`src/lvgs_defs.vh`:
```
// Constants for the legacy video general control and status register decoder
`ifndef LVGS_DEFS_VH
`define LVGS_DEFS_VH
// ----------------------------------------------------------------
// Register addresses (I/O address equals memory offset)
// ----------------------------------------------------------------
`define LVGS_ADDR_STATUS_ONE_MONO   16'h03BA
`define LVGS_ADDR_STATUS_ONE_COLOR  16'h03DA
`define LVGS_ADDR_STATUS_ZERO       16'h03C2
`define LVGS_ADDR_MISC_WRITE        16'h03C2
`define LVGS_ADDR_FEATURE_READ      16'h03CA
`define LVGS_ADDR_MISC_READ         16'h03CC
`define LVGS_ADDR_STATUS_ONE_HIGH   16'h03DB
`define LVGS_ADDR_STATUS_ONE_HIGH_M 16'h03BB
// ----------------------------------------------------------------
// Field positions and masks
// ----------------------------------------------------------------
`define LVGS_MISC_IOSEL_BIT    0
`define LVGS_MISC_CLKSEL_LO    2
`define LVGS_MISC_CLKSEL_HI    3
`define LVGS_MISC_WMASK        8'hEF
`define LVGS_FEAT_WMASK        8'h08
`define LVGS_ST0_SENSE_BIT     4
`define LVGS_ST1_VSYNC_BIT     3
`define LVGS_ST1_BLANK_BIT     0
// ----------------------------------------------------------------
// Reset values and access answers
// ----------------------------------------------------------------
`define LVGS_MISC_RESET        8'h00
`define LVGS_FEAT_RESET        8'h00
`define LVGS_DWORD_READ_VALUE  32'hFFFF_FFFF
`define LVGS_MMIO_SPAN         32'h0000_1000
// ----------------------------------------------------------------
// Access sizes
// ----------------------------------------------------------------
`define LVGS_SIZE_BYTE         2'h0
`define LVGS_SIZE_WORD         2'h1
`define LVGS_SIZE_DWORD        2'h2
`endif

```
`src/lvgs_regs.v`:
```
// Legacy video general control and status register decoder
`timescale 1ns/1ns
`include "lvgs_defs.vh"
// What this block does
// - Accept byte, aligned word and doubleword accesses
// - Doubleword writes are dropped entirely
// - Doubleword reads return all ones
// - Registers also answer at memory base offsets
// - Extended graphics reached by indexes, not addresses
// - Four registers addressed directly, no index
// - Misc read 3CC, write 3C2; 3C2 reads status0
// - Feature read 3CA, written at status1 address
// - Status1 address follows mono/colour select
// - Status0 read-only, reserved bits read zero
// - Retrace interrupt pending bit reads zero
// - Status0 bit 4 shows comparator sense
// - Blank bit set during either retrace
// - Horizontal retrace covers porches and sync
// - Vertical retrace covers all non-active lines
// - Native mode uses 25/28 MHz dot clock select
// - Status1 bit 3 shows legacy vertical sync
// - Status1 bit 0 low only during active video
module lvgs_regs (
  input  wire        clk,
  input  wire        sys_rst,
  input  wire        busReq,
  input  wire        busWrite,
  input  wire        busMemSpace,
  input  wire [31:0] busAddr,
  input  wire [1:0]  busSize,
  input  wire [31:0] busWdata,
  input  wire [31:0] mmioBaseAddress,
  input  wire        cmpSense,
  input  wire        hRetrace,
  input  wire        vRetrace,
  input  wire        vSync,
  output reg         busAck,
  output reg         busHit,
  output reg         busErr,
  output reg  [31:0] busRdata,
  output reg  [7:0]  miscellaneousOutput,
  output reg  [7:0]  featureControl,
  output reg  [1:0]  dotClockSel,
  output reg         colorEmulation
);

  // ----------------------------------------------------------------
  // Input synchronisers
  // ----------------------------------------------------------------
  // Pins come from the display and comparator domains; second and
  // third stages must agree before a change is taken.
  reg [3:0] syncA_r;
  reg [3:0] syncB_r;
  reg [3:0] syncC_r;
  reg [3:0] stable_r;
  wire [3:0] rawIn = {vSync, vRetrace, hRetrace, cmpSense};
  genvar g;
  generate
    for (g = 0; g < 4; g = g + 1) begin : gSync
      always @(posedge clk) begin
        if (sys_rst) begin
          syncA_r[g]  <= 1'b0;
          syncB_r[g]  <= 1'b0;
          syncC_r[g]  <= 1'b0;
          stable_r[g] <= 1'b0;
        end else begin
          syncA_r[g] <= rawIn[g];
          syncB_r[g] <= syncA_r[g];
          syncC_r[g] <= syncB_r[g];
          if (syncB_r[g] == syncC_r[g]) begin
            stable_r[g] <= syncC_r[g];
          end
        end
      end
    end
  endgenerate

  wire senseNow  = stable_r[0];
  wire hRetNow   = stable_r[1];
  wire vRetNow   = stable_r[2];
  wire vSyncNow  = stable_r[3];

  // ----------------------------------------------------------------
  // Address decode
  // ----------------------------------------------------------------
  // Memory accesses are rebased to the I/O address; both spaces then
  // share one decoder.
  function [15:0] localAddr;
    input        memSpace;
    input [31:0] addr;
    input [31:0] base;
    reg   [31:0] diff;
    begin
      diff = addr - base;
      if (memSpace) begin
        localAddr = (diff < `LVGS_MMIO_SPAN) ? diff[15:0] : 16'hFFFF;
      end else begin
        localAddr = addr[15:0];
      end
    end
  endfunction

  // True when the byte address lies in the requested lane set
  function covers;
    input [15:0] start;
    input [1:0]  size;
    input [15:0] target;
    begin
      if (size == `LVGS_SIZE_WORD) begin
        covers = (target == start) || (target == start + 16'h0001);
      end else begin
        covers = (target == start);
      end
    end
  endfunction

  wire [15:0] la = localAddr(busMemSpace, busAddr, mmioBaseAddress);
  wire isDword = (busSize == `LVGS_SIZE_DWORD);
  wire isWord  = (busSize == `LVGS_SIZE_WORD);
  wire sizeOk  = (busSize == `LVGS_SIZE_BYTE) || (isWord && !la[0]);

  // Only the alias of the selected emulation answers.
  wire [15:0] st1Addr = miscellaneousOutput[`LVGS_MISC_IOSEL_BIT] ?
                        `LVGS_ADDR_STATUS_ONE_COLOR : `LVGS_ADDR_STATUS_ONE_MONO;

  // Direct decode, no index step; no address beyond the legacy set is
  // decoded, so extended registers stay behind the existing index ports.
  wire hitSt0  = covers(la, busSize, `LVGS_ADDR_STATUS_ZERO);
  wire hitSt1  = covers(la, busSize, st1Addr);
  wire hitFcrR = covers(la, busSize, `LVGS_ADDR_FEATURE_READ);
  wire hitMscR = covers(la, busSize, `LVGS_ADDR_MISC_READ);
  wire hitMscW = covers(la, busSize, `LVGS_ADDR_MISC_WRITE);
  wire hitFcrW = covers(la, busSize, st1Addr);
  wire anyRd   = hitSt0 | hitSt1 | hitFcrR | hitMscR;
  wire anyWr   = hitMscW | hitFcrW;
  wire dwHit   = (la[15:2] == `LVGS_ADDR_STATUS_ZERO >> 2) |
                 (la[15:2] == `LVGS_ADDR_FEATURE_READ >> 2) |
                 (la[15:2] == `LVGS_ADDR_MISC_READ >> 2) |
                 (la[15:2] == st1Addr >> 2);

  // ----------------------------------------------------------------
  // Status images
  // ----------------------------------------------------------------
  // Interrupt pending and reserved bits are constant zero.
  wire [7:0] st0Val = {3'b000, senseNow, 4'b0000};
  // Blanking is the OR of both retrace intervals; the retrace inputs
  // already span porches and sync.
  wire [7:0] st1Val = {4'b0000, vSyncNow, 2'b00, hRetNow | vRetNow};

  function [7:0] laneByte;
    input [15:0] target;
    input [15:0] start;
    input [7:0]  value;
    input        hit;
    begin
      laneByte = 8'h00;
      if (hit && (target == start)) begin
        laneByte = value;
      end
    end
  endfunction

  reg [7:0] byte0;
  reg [7:0] byte1;
  always @* begin
    byte0 = laneByte(la, `LVGS_ADDR_STATUS_ZERO, st0Val, hitSt0) |
            laneByte(la, st1Addr, st1Val, hitSt1) |
            laneByte(la, `LVGS_ADDR_FEATURE_READ, featureControl, hitFcrR) |
            laneByte(la, `LVGS_ADDR_MISC_READ, miscellaneousOutput, hitMscR);
    byte1 = laneByte(la, `LVGS_ADDR_STATUS_ZERO + 16'h0001, st0Val, hitSt0) |
            laneByte(la, st1Addr + 16'h0001, st1Val, hitSt1) |
            laneByte(la, `LVGS_ADDR_FEATURE_READ + 16'h0001, featureControl, hitFcrR) |
            laneByte(la, `LVGS_ADDR_MISC_READ + 16'h0001, miscellaneousOutput, hitMscR);
    // Byte lane of the word that holds the register
    if (isWord && (la + 16'h0001 == `LVGS_ADDR_STATUS_ZERO ||
                   la + 16'h0001 == st1Addr ||
                   la + 16'h0001 == `LVGS_ADDR_FEATURE_READ ||
                   la + 16'h0001 == `LVGS_ADDR_MISC_READ)) begin
      byte1 = byte0 | byte1;
      byte0 = 8'h00;
    end
  end

  // ----------------------------------------------------------------
  // Write data selection
  // ----------------------------------------------------------------
  function [7:0] pickLane;
    input [15:0] start;
    input [15:0] target;
    input [31:0] data;
    begin
      pickLane = (target == start) ? data[7:0] : data[15:8];
    end
  endfunction

  wire [7:0] mscWData = pickLane(la, `LVGS_ADDR_MISC_WRITE, busWdata);
  wire [7:0] fcrWData = pickLane(la, st1Addr, busWdata);

  // ----------------------------------------------------------------
  // Registers and bus answer
  // ----------------------------------------------------------------
  // Every request answers one cycle later; refused sizes show on busErr.
  always @(posedge clk) begin
    if (sys_rst) begin
      busAck              <= 1'b0;
      busHit              <= 1'b0;
      busErr              <= 1'b0;
      busRdata            <= 32'h0000_0000;
      miscellaneousOutput <= `LVGS_MISC_RESET;
      featureControl      <= `LVGS_FEAT_RESET;
      dotClockSel         <= 2'b00;
      colorEmulation      <= 1'b0;
    end else begin
      busAck   <= busReq;
      busHit   <= 1'b0;
      busErr   <= 1'b0;
      busRdata <= 32'h0000_0000;
      if (busReq) begin
        if (isDword) begin
          // Doubleword writes change nothing.
          busHit <= dwHit;
          if (!busWrite) begin
            busRdata <= `LVGS_DWORD_READ_VALUE;
          end
        end else if (!sizeOk) begin
          busErr <= 1'b1;
        end else if (busWrite) begin
          busHit <= anyWr;
          if (hitMscW) begin
            miscellaneousOutput <= mscWData & `LVGS_MISC_WMASK;
            dotClockSel <= mscWData[`LVGS_MISC_CLKSEL_HI:`LVGS_MISC_CLKSEL_LO];
            colorEmulation <= mscWData[`LVGS_MISC_IOSEL_BIT];
          end
          if (hitFcrW) begin
            featureControl <= fcrWData & `LVGS_FEAT_WMASK;
          end
        end else begin
          busHit   <= anyRd;
          busRdata <= {16'h0000, byte1, byte0};
        end
      end
    end
  end

endmodule

```
`config.mk`:
```
export PLATFORM = sky130hd
export DESIGN_NAME = lvgs_regs
export DESIGN_NICKNAME = d
export VERILOG_FILES = /design/src/lvgs_regs.v
export VERILOG_INCLUDE_DIRS = /design/src
export SDC_FILE = /design/constraint.sdc
export NUM_CORES = 1
export LEC_CHECK = 0
export CORE_MARGIN = 10
export CORE_UTILIZATION = 45
export DETAILED_ROUTE_END_ITERATION = 16
export DONT_BUFFER_PORTS = 1
export PLACE_DENSITY = 0.66
export SLEW_MARGIN = 20
export SYNTH_ARGS = -nofsm -noshare
export SYNTH_HDL_FRONTEND = slang
export SYNTH_SLANG_ARGS = --single-unit
```
`constraint.sdc`:
```
create_clock -name clk -period 4.01 [get_ports clk]
set_input_delay 0.401 -clock clk [delete_from_list [all_inputs] [get_ports clk]]
set_output_delay 0.401 -clock clk [all_outputs]
set_load 0.05 [all_outputs]
```
==> impl_metrics.sql <==
INSERT INTO impl_metrics (metric_group, metric, value, unit) VALUES
('status', 'run_status', 'finished, violations left', ''),
('status', 'violations', 'setup timing', ''),
('power', 'power.combinational.fraction', '0.495', ''),
('floorplanning', 'fp.dieArea', '0.0152', 'mm^2'),
('route', 'wire_length_after_detailed_routing', '15200', 'um'),
('logic_synthesis', 'synth_ff_type', 'sky130_fd_sc_hd__dfxtp_1', ''),
('floorplanning', 'horiz_die_dim', '123', 'um'),
('floorplanning', 'die_h', '123', 'um'),
('logic_synthesis', 'synthesis.instances', '665', ''),
('cts', 'clk_sink_count', '44', ''),
('timing', 'relSlewSlack', '0.323', ''),
('cts', 'clockRootBuffer', 'sky130_fd_sc_hd__clkbuf_8', ''),
('setup_path', 'timing.critical_path.fanout_max', '5', ''),
('route', 'detailedRoute.firstIterationViolations', '261', ''),
('route', 'detail_route.drc_violations', '0', ''),
('power', 'share_seq_of_total_power', '0.322', ''),
('logic_synthesis', 'ys_seq_area_frac', '0.183', ''),
('route', 'wire_per_inst', '17.0', 'um'),
('setup_path', 'worst-endpoint-arrival', '4.27', 'ns'),
('logic_synthesis', 'post_synth_instance_area', '0.00480', 'mm^2'),
('setup_path', 'crit_path_start_kind', 'input pin', ''),
('route', 'remaining_number_of_nets_flagged_by_the_antenna_check_after_routing', '0', ''),
('cts', 'htree_num_levels', '2', ''),
('floorplanning', 'pin_count', '161', ''),
('global_route', 'maximum_number_of_pins_on_one_net_before_global_route_repair', '26', ''),
('floorplanning', 'start_util', '0.463', ''),
('global_route', 'grt.total_usage', '0.189', ''),
('timing', 'rsz0062_at_grt', 'yes', ''),
('power', 'power.static_leakage', '2.58', 'nW'),
('final_layout', 'layout.filler_cells', '986', ''),
('logic_synthesis', 'async_reset_ff_frac', '0', ''),
('logic_synthesis', 'synth_edf_count', '0', ''),
('global_route', 'grt.overflow.total', '0', ''),
('power', 'max_vdd_drop', '0.182', 'mV'),
('final_layout', 'layout_commonest_cell', 'sky130_fd_sc_hd__buf_4', ''),
('power', 'power_density', '242', 'mW/mm^2'),
('place', 'place_hpwl', '13000', 'um'),
('final_layout', 'numnets_final', '896', ''),
('global_route', 'grt_pass1_wl', '23900', 'um'),
('global_route', 'antenna_found_initial', '0', ''),
('final_layout', 'final_cell_mix', 'sky130_fd_sc_hd__buf_4, sky130_fd_sc_hd__nand2_1, sky130_fd_sc_hd__a21oi_1', ''),
('hold_path', 'worst_hold_path_type', 'in2reg', ''),
('setup_path', 'r2r_slack', '2.24', 'ns'),
('route', 'via_count', '5106', ''),
('setup_path', 'worst-endpoint-required', '4.23', 'ns'),
('cts', 'worst_setup_hold_path_clk_slew', '0.08', 'ns'),
('cts', 'ctsHoldBuffers', '0', ''),
('cts', 'source_to_sink_clock_delay_at_the_later_pin_of_the_worst_skew_pair', '0.29', 'ns'),
('floorplanning', 'core_region_area', '0.0104', 'mm^2'),
('timing', 'maxSlewViolCount', '0', ''),
('timing', 'clock.fmax', '247', 'MHz'),
('setup_path', 'end_kind', 'flip-flop', ''),
('logic_synthesis', 'synth.avg_cell_area', '7.22', 'um^2'),
('power', 'power.share.clock', '0.183', ''),
('global_route', 'first_global_vias', '4984', ''),
('timing', 'setup_viol', '2', ''),
('final_layout', 'insertedDiodeCount', '0', ''),
('timing', 'finalClockSkew', '0.00689', 'ns'),
('power', 'netSwitchingPower', '0.557', 'mW'),
('place', 'place.gp.congestion', '0.910', ''),
('final_layout', 'area.growth.synth_to_final', '24.3', '%'),
('timing', 'layout_worst_path_cycle_share', '1.01', ''),
('timing', 'finalWorstSetupSlack', '-0.0368', 'ns'),
('timing', 'final.min_clock_period', '4.05', 'ns'),
('power', 'post-layout-total-power', '1.45', 'mW'),
('logic_synthesis', 'synthesis.yosys.warnings', '0', ''),
('route', 'vias_per_cell', '5.71', ''),
('timing', 'tightest_slew', '1.01', 'ns'),
('cts', 'cts_made_buffers', '5', ''),
('flow_run', 'cap_viol_max_count', '0', ''),
('final_layout', 'utilization', '0.576', ''),
('cts', 'ctsLongestPathBuffers', '2', ''),
('floorplanning', 'rows', '37', ''),
('power', 'swShare', '0.385', ''),
('route', 'drt-pass1-iter-count', '5', ''),
('power', 'power.internal', '0.889', 'mW'),
('logic_synthesis', 'post_synth_num_cell_types', '82', ''),
('timing', 'report.final.hold_viol_count', '0', ''),
('setup_path', 'timing.setup.critical_path_class', 'in2reg', ''),
('place', 'portBuffers', '0', ''),
('logic_synthesis', 'postSynthRegisterBits', '44', ''),
('cts', 'cts_tree', 'built', ''),
('final_layout', 'fraction_of_final_layout_cells_sized_beyond_drive_strength_1', '0.256', '');
==> cell type report <==
cell class                 count  area, um^2  area share
multi-input combinational    514        3560       0.596
timing repair buffer         131        1020       0.171
sequential                    44         885       0.148
inverter                      61         255      0.0427
tap                          136         170      0.0285
clock buffer                   6        72.6      0.0121
clock inverter                 2        12.5     0.00209
==> cells in the mapped netlist, types with 3 or more instances <==
cell / count / share of area
sky130_fd_sc_hd__xnor2_1: 9 / 0.016
sky130_fd_sc_hd__a31oi_1: 12 / 0.016
sky130_fd_sc_hd__buf_4: 26 / 0.041
sky130_fd_sc_hd__o21bai_1: 3 / 0.0047
sky130_fd_sc_hd__o21a_1: 4 / 0.0063
sky130_fd_sc_hd__nor2_1: 43 / 0.034
sky130_fd_sc_hd__nand3b_1: 3 / 0.0047
sky130_fd_sc_hd__dfxtp_1: 44 / 0.18
sky130_fd_sc_hd__o31ai_1: 6 / 0.0094
sky130_fd_sc_hd__nand2b_1: 10 / 0.013
sky130_fd_sc_hd__and4_1: 6 / 0.011
sky130_fd_sc_hd__or3_1: 5 / 0.0065
sky130_fd_sc_hd__or4_1: 3 / 0.0047
sky130_fd_sc_hd__nor2b_1: 13 / 0.017
sky130_fd_sc_hd__clkbuf_1: 10 / 0.0078
sky130_fd_sc_hd__nand2_1: 63 / 0.049
sky130_fd_sc_hd__o31ai_4: 3 / 0.013
sky130_fd_sc_hd__inv_1: 61 / 0.048
sky130_fd_sc_hd__a21oi_2: 5 / 0.0091
sky130_fd_sc_hd__ha_1: 31 / 0.081
sky130_fd_sc_hd__and2_1: 7 / 0.0091
sky130_fd_sc_hd__a211oi_1: 6 / 0.0094
sky130_fd_sc_hd__nor3_1: 13 / 0.014
sky130_fd_sc_hd__xor2_1: 13 / 0.024
sky130_fd_sc_hd__nor4_1: 5 / 0.0065
sky130_fd_sc_hd__buf_2: 14 / 0.015
sky130_fd_sc_hd__nand4_1: 14 / 0.018
sky130_fd_sc_hd__and3_1: 10 / 0.013
sky130_fd_sc_hd__o21ai_1: 9 / 0.0094
sky130_fd_sc_hd__o21ai_0: 39 / 0.041
sky130_fd_sc_hd__a21oi_1: 64 / 0.067
sky130_fd_sc_hd__a21o_1: 7 / 0.011
sky130_fd_sc_hd__nand3_1: 20 / 0.021
sky130_fd_sc_hd__o211ai_1: 12 / 0.019
sky130_fd_sc_hd__or2_2: 8 / 0.010
==> state kept, by name, summed over array words and instances (netlist names) <==
name and count:
busHit 1, miscellaneousOutput 6, senseNow 1, syncA_r 4, syncC_r 4, busRdata 17
vSyncNow 1, featureControl 1, busAck 1, busErr 1, dotClockSel 1, syncB_r 4
hRetNow 1, vRetNow 1
==> cells by family (layout without fill, tap and decap cells) <==
| kind of cell | Yosys count | in the layout | share of synthesized area |
|---|---|---|---|
| buffers and inverters | 114 | 200 | 0.115 |
| and+or+nand+nor | 234 | 234 | 0.253 |
| adders and majority gates | 32 | 32 | 0.0849 |
| DFF | 44 | 44 | 0.183 |
| AOI/OAI and AO/OA | 213 | 213 | 0.312 |
| xor gates and xnor gates | 22 | 22 | 0.0401 |
| other | 1 | 8 | 0.000781 |
| muxes | 5 | 5 | 0.0112 |
==> final timing paths <==
check,depth (start not counted),to,startpoint
worst max-delay path,19,busRdata[0]$_SDFF_PP0_,busAddr[0]
worst min register to register,1,syncB_r[0]$_SDFF_PP0_,syncA_r[0]$_SDFF_PP0_
worst max register to register,7,busRdata[0]$_SDFF_PP0_,miscellaneousOutput[0]$_SDFFE_PP0P_
worst min-delay path,1,miscellaneousOutput[3]$_SDFFE_PP0P_,sys_rst
==> power groups by stage <==
stage                     sequential (mW)  clock [mW]  combinational (mW)
final                               0.465       0.265               0.716
after global routing                0.466       0.290               0.785
after CTS                           0.466       0.274               0.688
after detailed placement            0.476           0               0.685
after global placement              0.475           0               0.672
after floorplan                     0.472           0               0.458
==> routing by layer <==
layer	wire length (um)	global-route usage	vias up
met5	0	0	-
met4	179	0.0459	0
met3	960	0.0301	14
met2	7990	0.356	150
met1	6060	0.216	2386
li1	-	-	2556
==> worst max-delay path: stages <==
cell and delay (ns):
sky130_fd_sc_hd__clkinv_16 0.02, sky130_fd_sc_hd__ha_4 0.11, sky130_fd_sc_hd__inv_2 0.03, sky130_fd_sc_hd__fa_2 0.36, sky130_fd_sc_hd__a211oi_4 0.27, sky130_fd_sc_hd__o211ai_1 0.14
sky130_fd_sc_hd__nand2_1 0.11, sky130_fd_sc_hd__a211o_1 0.19, sky130_fd_sc_hd__a2111oi_4 0.10, sky130_fd_sc_hd__or3_4 0.38, sky130_fd_sc_hd__a2111o_1 0.52, sky130_fd_sc_hd__buf_6 0.17
sky130_fd_sc_hd__o31ai_4 0.19, sky130_fd_sc_hd__or3b_4 0.43, sky130_fd_sc_hd__a2111oi_4 0.38, sky130_fd_sc_hd__buf_4 0.18, sky130_fd_sc_hd__o21a_1 0.11, sky130_fd_sc_hd__a31oi_1 0.04
sky130_fd_sc_hd__o21ai_1 0.12
==> through the flow <==
| step | TNS (ns) | cells | hold WS, ns | cell area [um^2] | setup slack [ns] |
|---|---|---|---|---|---|
| final | -0.0619 | 894 | 0.167 | 5970 | -0.0368 |
| after global routing | -0.594 | 894 | 0.148 | 5970 | -0.201 |
| after floorplan | -0.00320 | 672 | 0.414 | 4910 | -0.00320 |
| after global placement | -2.75 | 879 | 0.418 | 5710 | -0.289 |
| after CTS | 0 | 887 | 0.156 | 5800 | 0.0327 |
| after detailed placement | -3.40 | 879 | 0.424 | 5710 | -0.303 |
==> what timing repair did <==
action                                  4_1_cts  5_1_grt
pin swaps                                     1       16
endpoints found under the setup margin        1       17
setup buffers                                 0        7
hold endpoints to repair                      0        0
resized for setup                             0       25
Note: power is estimated with default switching activity, not from simulation.
